<file path="src/hw/pcd_params.svh">
`ifndef PCD_PARAMS_SVH
`define PCD_PARAMS_SVH

`define PCD_OFS_C_PIN     8'h00
`define PCD_OFS_C_LATCH   8'h04
`define PCD_OFS_C_DIR     8'h08
`define PCD_OFS_USB_CTRL  8'h0C
`define PCD_OFS_USB_CFG   8'h10
`define PCD_OFS_D_PIN     8'h14
`define PCD_OFS_D_LATCH   8'h18
`define PCD_OFS_D_DIR     8'h1C

`define PCD_C_DIR_MASK    8'hC7
`define PCD_C_PIN_MASK    8'hF7
`define PCD_USB_CTRL_MASK 8'h7E
`define PCD_C_DIR_RESET   8'hC7
`define PCD_D_DIR_RESET   8'hFF
`define PCD_LATCH_RESET   8'h00
`define PCD_USB_RESET     8'h00

`define PCD_BIT_OSC_OUT   0
`define PCD_BIT_OSC_IN    1
`define PCD_BIT_XCVR_OE   1
`define PCD_BIT_CCP       2
`define PCD_BIT_USB_MINUS 4
`define PCD_BIT_USB_PLUS  5
`define PCD_BIT_SERIAL_TX 6
`define PCD_BIT_USB_ON    3
`define PCD_BIT_XCVR_DIS  3

`endif

</file>
<file path="src/hw/pcd_pkg.sv">
package pcd_pkg;

   typedef logic [7:0] pcd_byte_type;

   typedef enum logic [1:0]
   {
      pcd_usb_off_type      = 2'b00,
      pcd_usb_onchip_type   = 2'b01,
      pcd_usb_external_type = 2'b10
   } pcd_usb_mode_type;

endpackage

</file>
<file path="src/hw/pcd_gpio.sv">
// Design decisions made here: the APB slave port and the address map.
`timescale 1ns/100ps
`default_nettype none
`include "pcd_params.svh"

module pcd_gpio
#(
   parameter bit HAS_PORT_D = 1'b1
)
(
   // Clock and reset
   input  wire logic                  pclk,
   input  wire logic                  presetn,
   // APB slave
   input  wire logic                  psel,
   input  wire logic                  penable,
   input  wire logic                  pwrite,
   input  wire logic [7:0]            paddr,
   input  wire logic [31:0]           pwdata,
   input  wire logic [3:0]            pstrb,
   output var  logic [31:0]           prdata,
   output var  logic                  pready,
   output var  logic                  pslverr,
   // Port C pins
   input  wire pcd_pkg::pcd_byte_type pc_pin_in,
   output var  pcd_pkg::pcd_byte_type pc_pin_out,
   output var  pcd_pkg::pcd_byte_type pc_pin_oe,
   // Port D pins
   input  wire pcd_pkg::pcd_byte_type pd_pin_in,
   output var  pcd_pkg::pcd_byte_type pd_pin_out,
   output var  pcd_pkg::pcd_byte_type pd_pin_oe,
   // Peripheral overrides
   input  wire logic [7:0]            periph_force_out,
   input  wire logic [7:0]            periph_force_in,
   input  wire logic                  secondary_osc_on,
   input  wire logic                  ccp_output_mode,
   input  wire logic                  capture_compare_pin,
   input  wire logic                  serial_bit6_active,
   input  wire logic                  serial_bit6_value,
   input  wire logic                  usb_transmitting,
   input  wire logic                  usb_minus_drive,
   input  wire logic                  usb_plus_drive,
   input  wire logic                  usb_xcvr_enable_value,
   // Pin levels and USB status to peripherals
   output var  logic                  timer_count_input,
   output var  logic                  ccp_capture_input,
   output var  logic                  sync_serial_clock,
   output var  logic                  sync_serial_data,
   output var  logic                  ext_xcvr_minus_in,
   output var  logic                  ext_xcvr_plus_in,
   output var  logic                  usb_module_on,
   output var  logic                  usb_onchip_active
);
   import pcd_pkg::*;

   // ---------------------------------------------------------------
   // Registers
   // ---------------------------------------------------------------
   pcd_byte_type     port_c_output_latch;
   pcd_byte_type     port_c_direction;
   pcd_byte_type     port_d_output_latch;
   pcd_byte_type     port_d_direction;
   pcd_byte_type     usb_control;
   pcd_byte_type     usb_configuration;
   pcd_byte_type     pc_sync1;
   pcd_byte_type     pc_sync2;
   pcd_byte_type     pc_sync3;
   pcd_byte_type     pc_level;
   pcd_byte_type     pd_sync1;
   pcd_byte_type     pd_sync2;
   pcd_byte_type     pd_sync3;
   pcd_byte_type     pd_level;
   pcd_usb_mode_type usb_mode;
   pcd_byte_type     next_pc_out;
   pcd_byte_type     next_pc_oe;
   pcd_byte_type     next_pd_out;
   pcd_byte_type     next_pd_oe;
   pcd_byte_type     c_read;
   pcd_byte_type     d_read;
   pcd_byte_type     next_rdata;
   logic             next_err;
   logic             access;
   logic             wr_en;
   logic             usb_read_ok;

   // ---------------------------------------------------------------
   // APB access decode
   // ---------------------------------------------------------------
   // One wait state: the read word is captured while pready is low,
   // so the bus never sees a combinational path from paddr.
   assign access = psel & penable;
   assign wr_en  = access & pready & pwrite & pstrb[0] & ~pslverr;

   always_ff @(posedge pclk or negedge presetn)
   begin
      if (!presetn)
      begin
         pready <= 1'b0;
      end
      else
      begin
         pready <= access & ~pready;
      end
   end

   always_comb
   begin
      next_rdata = 8'h00;
      next_err   = 1'b0;
      case (paddr)
         `PCD_OFS_C_PIN:
         begin
            next_rdata = c_read;
         end
         `PCD_OFS_C_LATCH:
         begin
            next_rdata = port_c_output_latch;
         end
         `PCD_OFS_C_DIR:
         begin
            next_rdata = port_c_direction;
         end
         `PCD_OFS_USB_CTRL:
         begin
            next_rdata = usb_control;
         end
         `PCD_OFS_USB_CFG:
         begin
            next_rdata = usb_configuration;
         end
         `PCD_OFS_D_PIN:
         begin
            next_rdata = d_read;
            next_err   = ~HAS_PORT_D;
         end
         `PCD_OFS_D_LATCH:
         begin
            next_rdata = HAS_PORT_D ? port_d_output_latch : 8'h00;
            next_err   = ~HAS_PORT_D;
         end
         `PCD_OFS_D_DIR:
         begin
            next_rdata = HAS_PORT_D ? port_d_direction : 8'h00;
            next_err   = ~HAS_PORT_D;
         end
         default:
         begin
            next_err = 1'b1;
         end
      endcase
   end

   always_ff @(posedge pclk or negedge presetn)
   begin
      if (!presetn)
      begin
         prdata  <= 32'h0000_0000;
         pslverr <= 1'b0;
      end
      else if (access && !pready)
      begin
         prdata  <= {24'h00_0000, next_rdata};
         pslverr <= next_err;
      end
      else if (!access)
      begin
         pslverr <= 1'b0;
      end
   end

   // ---------------------------------------------------------------
   // Port C registers
   // ---------------------------------------------------------------
   always_ff @(posedge pclk or negedge presetn)
   begin
      if (!presetn)
      begin
         port_c_output_latch <= `PCD_LATCH_RESET;
      end
      else if (wr_en && (paddr == `PCD_OFS_C_LATCH ||
                         paddr == `PCD_OFS_C_PIN))
      begin
         port_c_output_latch <= pwdata[7:0] & `PCD_C_DIR_MASK;
      end
   end

   always_ff @(posedge pclk or negedge presetn)
   begin
      if (!presetn)
      begin
         port_c_direction <= `PCD_C_DIR_RESET;
      end
      else if (wr_en && paddr == `PCD_OFS_C_DIR)
      begin
         port_c_direction <= pwdata[7:0] & `PCD_C_DIR_MASK;
      end
   end

   // ---------------------------------------------------------------
   // USB control and configuration
   // ---------------------------------------------------------------
   always_ff @(posedge pclk or negedge presetn)
   begin
      if (!presetn)
      begin
         usb_control <= `PCD_USB_RESET;
      end
      else if (wr_en && paddr == `PCD_OFS_USB_CTRL)
      begin
         usb_control <= pwdata[7:0] & `PCD_USB_CTRL_MASK;
      end
   end

   always_ff @(posedge pclk or negedge presetn)
   begin
      if (!presetn)
      begin
         usb_configuration <= `PCD_USB_RESET;
      end
      else if (wr_en && paddr == `PCD_OFS_USB_CFG)
      begin
         usb_configuration <= pwdata[7:0];
      end
   end

   // The transceiver disable bit selects the external transceiver
   // while the module is on.
   always_comb
   begin
      if (!usb_control[`PCD_BIT_USB_ON])
      begin
         usb_mode = pcd_usb_off_type;
      end
      else if (usb_configuration[`PCD_BIT_XCVR_DIS])
      begin
         usb_mode = pcd_usb_external_type;
      end
      else
      begin
         usb_mode = pcd_usb_onchip_type;
      end
   end

   assign usb_read_ok = ~usb_control[`PCD_BIT_USB_ON] &
                        usb_configuration[`PCD_BIT_XCVR_DIS];

   // ---------------------------------------------------------------
   // Port D registers
   // ---------------------------------------------------------------
   always_ff @(posedge pclk or negedge presetn)
   begin
      if (!presetn)
      begin
         port_d_output_latch <= `PCD_LATCH_RESET;
      end
      else if (HAS_PORT_D && wr_en &&
               (paddr == `PCD_OFS_D_LATCH ||
                paddr == `PCD_OFS_D_PIN))
      begin
         port_d_output_latch <= pwdata[7:0];
      end
   end

   always_ff @(posedge pclk or negedge presetn)
   begin
      if (!presetn)
      begin
         port_d_direction <= `PCD_D_DIR_RESET;
      end
      else if (HAS_PORT_D && wr_en && paddr == `PCD_OFS_D_DIR)
      begin
         port_d_direction <= pwdata[7:0];
      end
   end

   // ---------------------------------------------------------------
   // Pin input synchronisers
   // ---------------------------------------------------------------
   // A level is taken only once the second and third stages agree,
   // which filters a single metastable sample.
   always_ff @(posedge pclk or negedge presetn)
   begin
      if (!presetn)
      begin
         pc_sync1 <= 8'h00;
         pc_sync2 <= 8'h00;
         pc_sync3 <= 8'h00;
         pd_sync1 <= 8'h00;
         pd_sync2 <= 8'h00;
         pd_sync3 <= 8'h00;
      end
      else
      begin
         pc_sync1 <= pc_pin_in;
         pc_sync2 <= pc_sync1;
         pc_sync3 <= pc_sync2;
         pd_sync1 <= pd_pin_in;
         pd_sync2 <= pd_sync1;
         pd_sync3 <= pd_sync2;
      end
   end

   genvar gi;
   generate
      for (gi = 0; gi < 8; gi++)
      begin : g_level
         always_ff @(posedge pclk or negedge presetn)
         begin
            if (!presetn)
            begin
               pc_level[gi] <= 1'b0;
               pd_level[gi] <= 1'b0;
            end
            else
            begin
               if (pc_sync2[gi] == pc_sync3[gi])
               begin
                  pc_level[gi] <= pc_sync3[gi];
               end
               if (pd_sync2[gi] == pd_sync3[gi])
               begin
                  pd_level[gi] <= pd_sync3[gi];
               end
            end
         end
      end
   endgenerate

   // ---------------------------------------------------------------
   // Pin read values
   // ---------------------------------------------------------------
   always_comb
   begin
      c_read = pc_level & `PCD_C_PIN_MASK;
      if (!usb_read_ok)
      begin
         c_read[`PCD_BIT_USB_MINUS] = 1'b0;
         c_read[`PCD_BIT_USB_PLUS]  = 1'b0;
      end
      if (secondary_osc_on)
      begin
         c_read[`PCD_BIT_OSC_OUT] = 1'b0;
         c_read[`PCD_BIT_OSC_IN]  = 1'b0;
      end
      d_read = HAS_PORT_D ? pd_level : 8'h00;
   end

   // ---------------------------------------------------------------
   // Port C drivers
   // ---------------------------------------------------------------
   // Overrides are applied in a fixed order so the last one wins;
   // the stored direction is never touched by them.
   always_comb
   begin
      next_pc_oe  = ~port_c_direction & `PCD_C_DIR_MASK;
      next_pc_out = port_c_output_latch;
      next_pc_oe  = (next_pc_oe | periph_force_out) &
                    ~periph_force_in & `PCD_C_DIR_MASK;
      if (ccp_output_mode && !port_c_direction[`PCD_BIT_CCP])
      begin
         next_pc_out[`PCD_BIT_CCP] = capture_compare_pin;
      end
      if (serial_bit6_active)
      begin
         next_pc_out[`PCD_BIT_SERIAL_TX] = serial_bit6_value;
      end
      if (usb_mode == pcd_usb_external_type)
      begin
         next_pc_oe[`PCD_BIT_XCVR_OE]  = 1'b1;
         next_pc_out[`PCD_BIT_XCVR_OE] = usb_xcvr_enable_value;
      end
      if (secondary_osc_on)
      begin
         next_pc_oe[`PCD_BIT_OSC_OUT]  = 1'b0;
         next_pc_oe[`PCD_BIT_OSC_IN]   = 1'b0;
         next_pc_out[`PCD_BIT_OSC_OUT] = 1'b0;
         next_pc_out[`PCD_BIT_OSC_IN]  = 1'b0;
      end
      if (usb_mode == pcd_usb_onchip_type)
      begin
         next_pc_oe[`PCD_BIT_USB_MINUS]  = usb_transmitting;
         next_pc_oe[`PCD_BIT_USB_PLUS]   = usb_transmitting;
         next_pc_out[`PCD_BIT_USB_MINUS] = usb_minus_drive;
         next_pc_out[`PCD_BIT_USB_PLUS]  = usb_plus_drive;
      end
      else
      begin
         next_pc_oe[`PCD_BIT_USB_MINUS]  = 1'b0;
         next_pc_oe[`PCD_BIT_USB_PLUS]   = 1'b0;
         next_pc_out[`PCD_BIT_USB_MINUS] = 1'b0;
         next_pc_out[`PCD_BIT_USB_PLUS]  = 1'b0;
      end
   end

   // ---------------------------------------------------------------
   // Port D drivers
   // ---------------------------------------------------------------
   always_comb
   begin
      if (HAS_PORT_D)
      begin
         next_pd_oe  = ~port_d_direction;
         next_pd_out = port_d_output_latch;
      end
      else
      begin
         next_pd_oe  = 8'h00;
         next_pd_out = 8'h00;
      end
   end

   // ---------------------------------------------------------------
   // Output flops
   // ---------------------------------------------------------------
   always_ff @(posedge pclk or negedge presetn)
   begin
      if (!presetn)
      begin
         pc_pin_out <= 8'h00;
         pc_pin_oe  <= 8'h00;
         pd_pin_out <= 8'h00;
         pd_pin_oe  <= 8'h00;
      end
      else
      begin
         pc_pin_out <= next_pc_out;
         pc_pin_oe  <= next_pc_oe;
         pd_pin_out <= next_pd_out;
         pd_pin_oe  <= next_pd_oe;
      end
   end

   // Receive inputs stay live whatever the software direction is;
   // bit 7 serial receive relies on software leaving it an input.
   always_ff @(posedge pclk or negedge presetn)
   begin
      if (!presetn)
      begin
         timer_count_input <= 1'b0;
         ccp_capture_input <= 1'b0;
         sync_serial_clock <= 1'b0;
         sync_serial_data  <= 1'b0;
         ext_xcvr_minus_in <= 1'b0;
         ext_xcvr_plus_in  <= 1'b0;
         usb_module_on     <= 1'b0;
         usb_onchip_active <= 1'b0;
      end
      else
      begin
         timer_count_input <= pc_level[0];
         ccp_capture_input <= pc_level[`PCD_BIT_CCP];
         sync_serial_clock <= pc_level[`PCD_BIT_SERIAL_TX];
         sync_serial_data  <= pc_level[7];
         ext_xcvr_minus_in <= pc_level[`PCD_BIT_USB_MINUS];
         ext_xcvr_plus_in  <= pc_level[`PCD_BIT_USB_PLUS];
         usb_module_on     <= usb_control[`PCD_BIT_USB_ON];
         usb_onchip_active <= (usb_mode == pcd_usb_onchip_type);
      end
   end

endmodule

`default_nettype wire

</file>
<file path="config.mk">
export PLATFORM = sky130hd
export DESIGN_NAME = pcd_gpio
export DESIGN_NICKNAME = d
export VERILOG_FILES = /design/src/hw/pcd_pkg.sv /design/src/hw/pcd_gpio.sv
export VERILOG_INCLUDE_DIRS = /design/src /design/src/hw
export SDC_FILE = /design/constraint.sdc
export NUM_CORES = 1
export LEC_CHECK = 0
export BUFFER_PORTS_ARGS = -buffer_cell sky130_fd_sc_hd__buf_2
export CAP_MARGIN = 20
export CORE_ASPECT_RATIO = 2
export CORE_UTILIZATION = 50
export DETAILED_ROUTE_END_ITERATION = 6
export HOLD_SLACK_MARGIN = 0.05
export PLACE_DENSITY = 0.87
export SYNTH_ARGS = -nofsm -noshare
export SYNTH_HDL_FRONTEND = slang
export SYNTH_SLANG_ARGS = --single-unit
</file>
<file path="constraint.sdc">
create_clock -name pclk -period 5.8 [get_ports pclk]
set_clock_uncertainty 0.2 [all_clocks]
set_input_delay 0.58 -clock pclk [delete_from_list [all_inputs] [get_ports pclk]]
set_output_delay 0.58 -clock pclk [all_outputs]
set_load 0.005 [all_outputs]
</file>
==> impl_metrics.tcl <==
set metrics [dict create \
    slew_violations 0 \
    final_hold_viol_count 0 \
    syn_inst 378 \
    antenna_found_initial 0 \
    synthDistinctLibCells 46 \
    synth_seq_cells 147 \
    fmax_mhz 441 \
    ys_seq_area_frac 0.668 \
    crit_fanout 78 \
    utilization 0.624 \
    fin_crit_ns 2.27 \
    routed_wirelength_um 10500 \
    synth_xor_area_frac 0.00158 \
    num_rows 54 \
    power.leakage_nw 3.25 \
    critPathRequiredTime_ns 6.04 \
    cts_tree "done" \
    drv_cap 0 \
    drc 0 \
    synth-simple-area-share 0.0798 \
    synth_compound_area_frac 0.0484 \
    rsz0062_at_grt "false" \
    cts-htree-levels 4 \
    reg2reg_depth 4 \
    cts_sinks 147 \
    worstPathArrival_ns 2.51 \
    tightestPinTransition_ns 0.818 \
    clk_latency_ns 0.42 \
    setup_viol 0 \
    synth_warnings 0 \
    io_buffers 103 \
    muxShareOfSynthArea 0.117 \
    grt.total_usage 0.197 \
    die_x_um 76.4 \
    dieArea_um2 11500 \
    hold_path.class "in -> reg" \
    ys_async_sr_fraction 1.00 \
    clockBufferDepth 2 \
    finalPower_mw 2.30 \
    fin_crit_sh 0.391 \
    postRouteAntennaNets 0 \
    grt-ovfl-total 0 \
    vias_per_cell 5.02 \
    criticalPathCategory "in -> async" \
    grt_pass1_vias 3289 \
    holdPathStages 1 \
    synth_top_family_by_area "multiplexers" \
    max-vdd-ir-drop_uv 219 \
    max_slew_margin 0.455 \
    start_util 0.512 \
    tns_ns 0 \
    syn_to_final_growth_pct 21.9 \
    synthAdderAreaFrac 0.0271 \
    die_height_um 151 \
    end_kind "async pin" \
    layout_setup_ws_ns 3.53 \
    ys.flop_type "dfrtp_1" \
    grt_first_pass_wirelength_um 16700 \
    synth_edf_count 0 \
    cts_made_buffers 17 \
    synth.avg_cell_area_um2 14.6 \
    holdWs_ns 0.0666 \
    grt_max_degree 79 \
    dp_slack_ns 3.26 \
    worst_setup_path_start_kind "primary input" \
    clk_pin_slew_worst_paths_ns 0.06 \
    vias 3254 \
    first_pass_iters 4 \
    gp_congestion 0.882 \
    post-cts-setup-buffer-count 0 \
    n_antenna_cell 0 \
    core_area_um2 10800 \
    fin_nets 585 \
    synth_area_um2 5530 \
    dp_hpwl_um 7400 \
    outcome "finished clean" \
    drtIter0Drc 172 \
    cts-root-buf "clkbuf_16" \
    pwr_density_cell_nw_per_um2 341 \
    num_io_pins 164 \
    wl_per_cell_um 16.2 \
    drive_gt1_frac 0.417 \
]
-- area by class of cell --
type | count | area (um2)
clock buffers | 18 | 439
clock inverters | 14 | 179
fillers | 823 | 4070
inverters | 15 | 56.3
multi-input cells | 204 | 1610
flip-flops and latches | 147 | 3690
well taps | 140 | 175
repair buffers | 110 | 589
-- cell families after synthesis --
group / count (synthesis)
mux: 54
flops: 147
fa+ha+maj: 15
compound gates: 42
other cells: 1
buf+inv: 52
xor+xnor: 1
simple gates: 66
-- report_power, final --
group	total, mW	switching (mW)	internal, mW
Sequential	1.08	0.0176	1.06
Clock	1.12	0.425	0.693
Combinational	0.103	0.0616	0.0413
Total	2.30	0.504	1.80
-- per-layer routing --
layer  global-route usage  routed length (um)
met5                    0                   0
met4                0.141                 398
met3               0.0440                 539
met2                0.325                5580
met1                0.225                3970
-- layout by cell type, fill, tap and decap left out, types with 5 or more instances in the layout --
master / netlist / routed
dfrtp_1: 134 / 134
buf_2: 5 / 102
mux2_2: 43 / 43
conb_1: 1 / 26
nand2_1: 20 / 20
clkbuf_16: 0 / 17
inv_1: 15 / 15
maj3_1: 15 / 15
dfstp_2: 13 / 13
a21oi_1: 9 / 9
o21ai_0: 9 / 9
nand3_1: 8 / 8
clkinv_4: 0 / 7
nor2b_1: 6 / 6
nor2_1: 6 / 6
a22oi_1: 6 / 6
dlygate4sd3_1: 0 / 6
mux2_4: 5 / 5
a31oi_1: 5 / 5
-- stage by stage --
step / cell area (um2) / cells
after detailed placement: 6070 / 610
after floorplan: 5630 / 403
after global placement: 6070 / 610
after CTS: 6750 / 648
final: 6750 / 648
after global routing: 6750 / 648
-- what timing repair did --
action                                 in CTS  in global routing
gates resized for setup                     0                  0
setup endpoints to repair                   0                  0
hold buffers                                6                  0
endpoints found under the hold margin      73                  0
-- worst max-delay path, stage by stage --
cell           delay (ns)
dlygate4sd3_1        0.54
buf_6                0.54
buf_4                0.78
-- sequential cells by signal, indices dropped and copies added (netlist names), 3 cells and up --
signal / flops
pd_sync3: 8
pd_pin_oe: 8
next_pd_out: 8
port_c_output_latch: 5
usb_control: 6
port_d_direction: 8
pc_pin_oe: 6
pd_pin_out: 8
port_c_direction: 5
pc_pin_out: 7
pd_sync2: 8
d_read: 8
pc_sync1: 7
c_read: 3
prdata: 8
pd_sync1: 8
pc_sync3: 7
usb_configuration: 8
pc_level: 4
pc_sync2: 7
-- Yosys cell counts (4+ instances only) --
master / n / share of area
buf_2: 5 / 0.0045
buf_4: 30 / 0.041
mux2_4: 5 / 0.014
maj3_1: 15 / 0.027
and2_1: 4 / 0.0045
o21ai_0: 9 / 0.0081
mux2_2: 43 / 0.087
nor2b_1: 6 / 0.0068
nand3_1: 8 / 0.0072
nor2_1: 6 / 0.0041
inv_1: 15 / 0.010
a21oi_1: 9 / 0.0081
dfstp_2: 13 / 0.062
dfrtp_1: 134 / 0.61
a31oi_1: 5 / 0.0057
nand2_1: 20 / 0.014
a22oi_1: 6 / 0.0081
-- final timing paths --
check	startpoint	end	slack, ns
worst min register to register	pc_sync1[5]	pc_sync2[5]	0.15
min in group asynchronous	presetn	usb_onchip_active	0.55
worst min-delay path	pc_pin_in[0]	pc_sync1[0]	0.07
worst max register to register	pslverr	port_c_direction[6]	3.62
worst max-delay path	presetn	pready	3.53
max in group pclk	pslverr	port_c_direction[6]	3.62
Power figures use the tool's default switching activity.
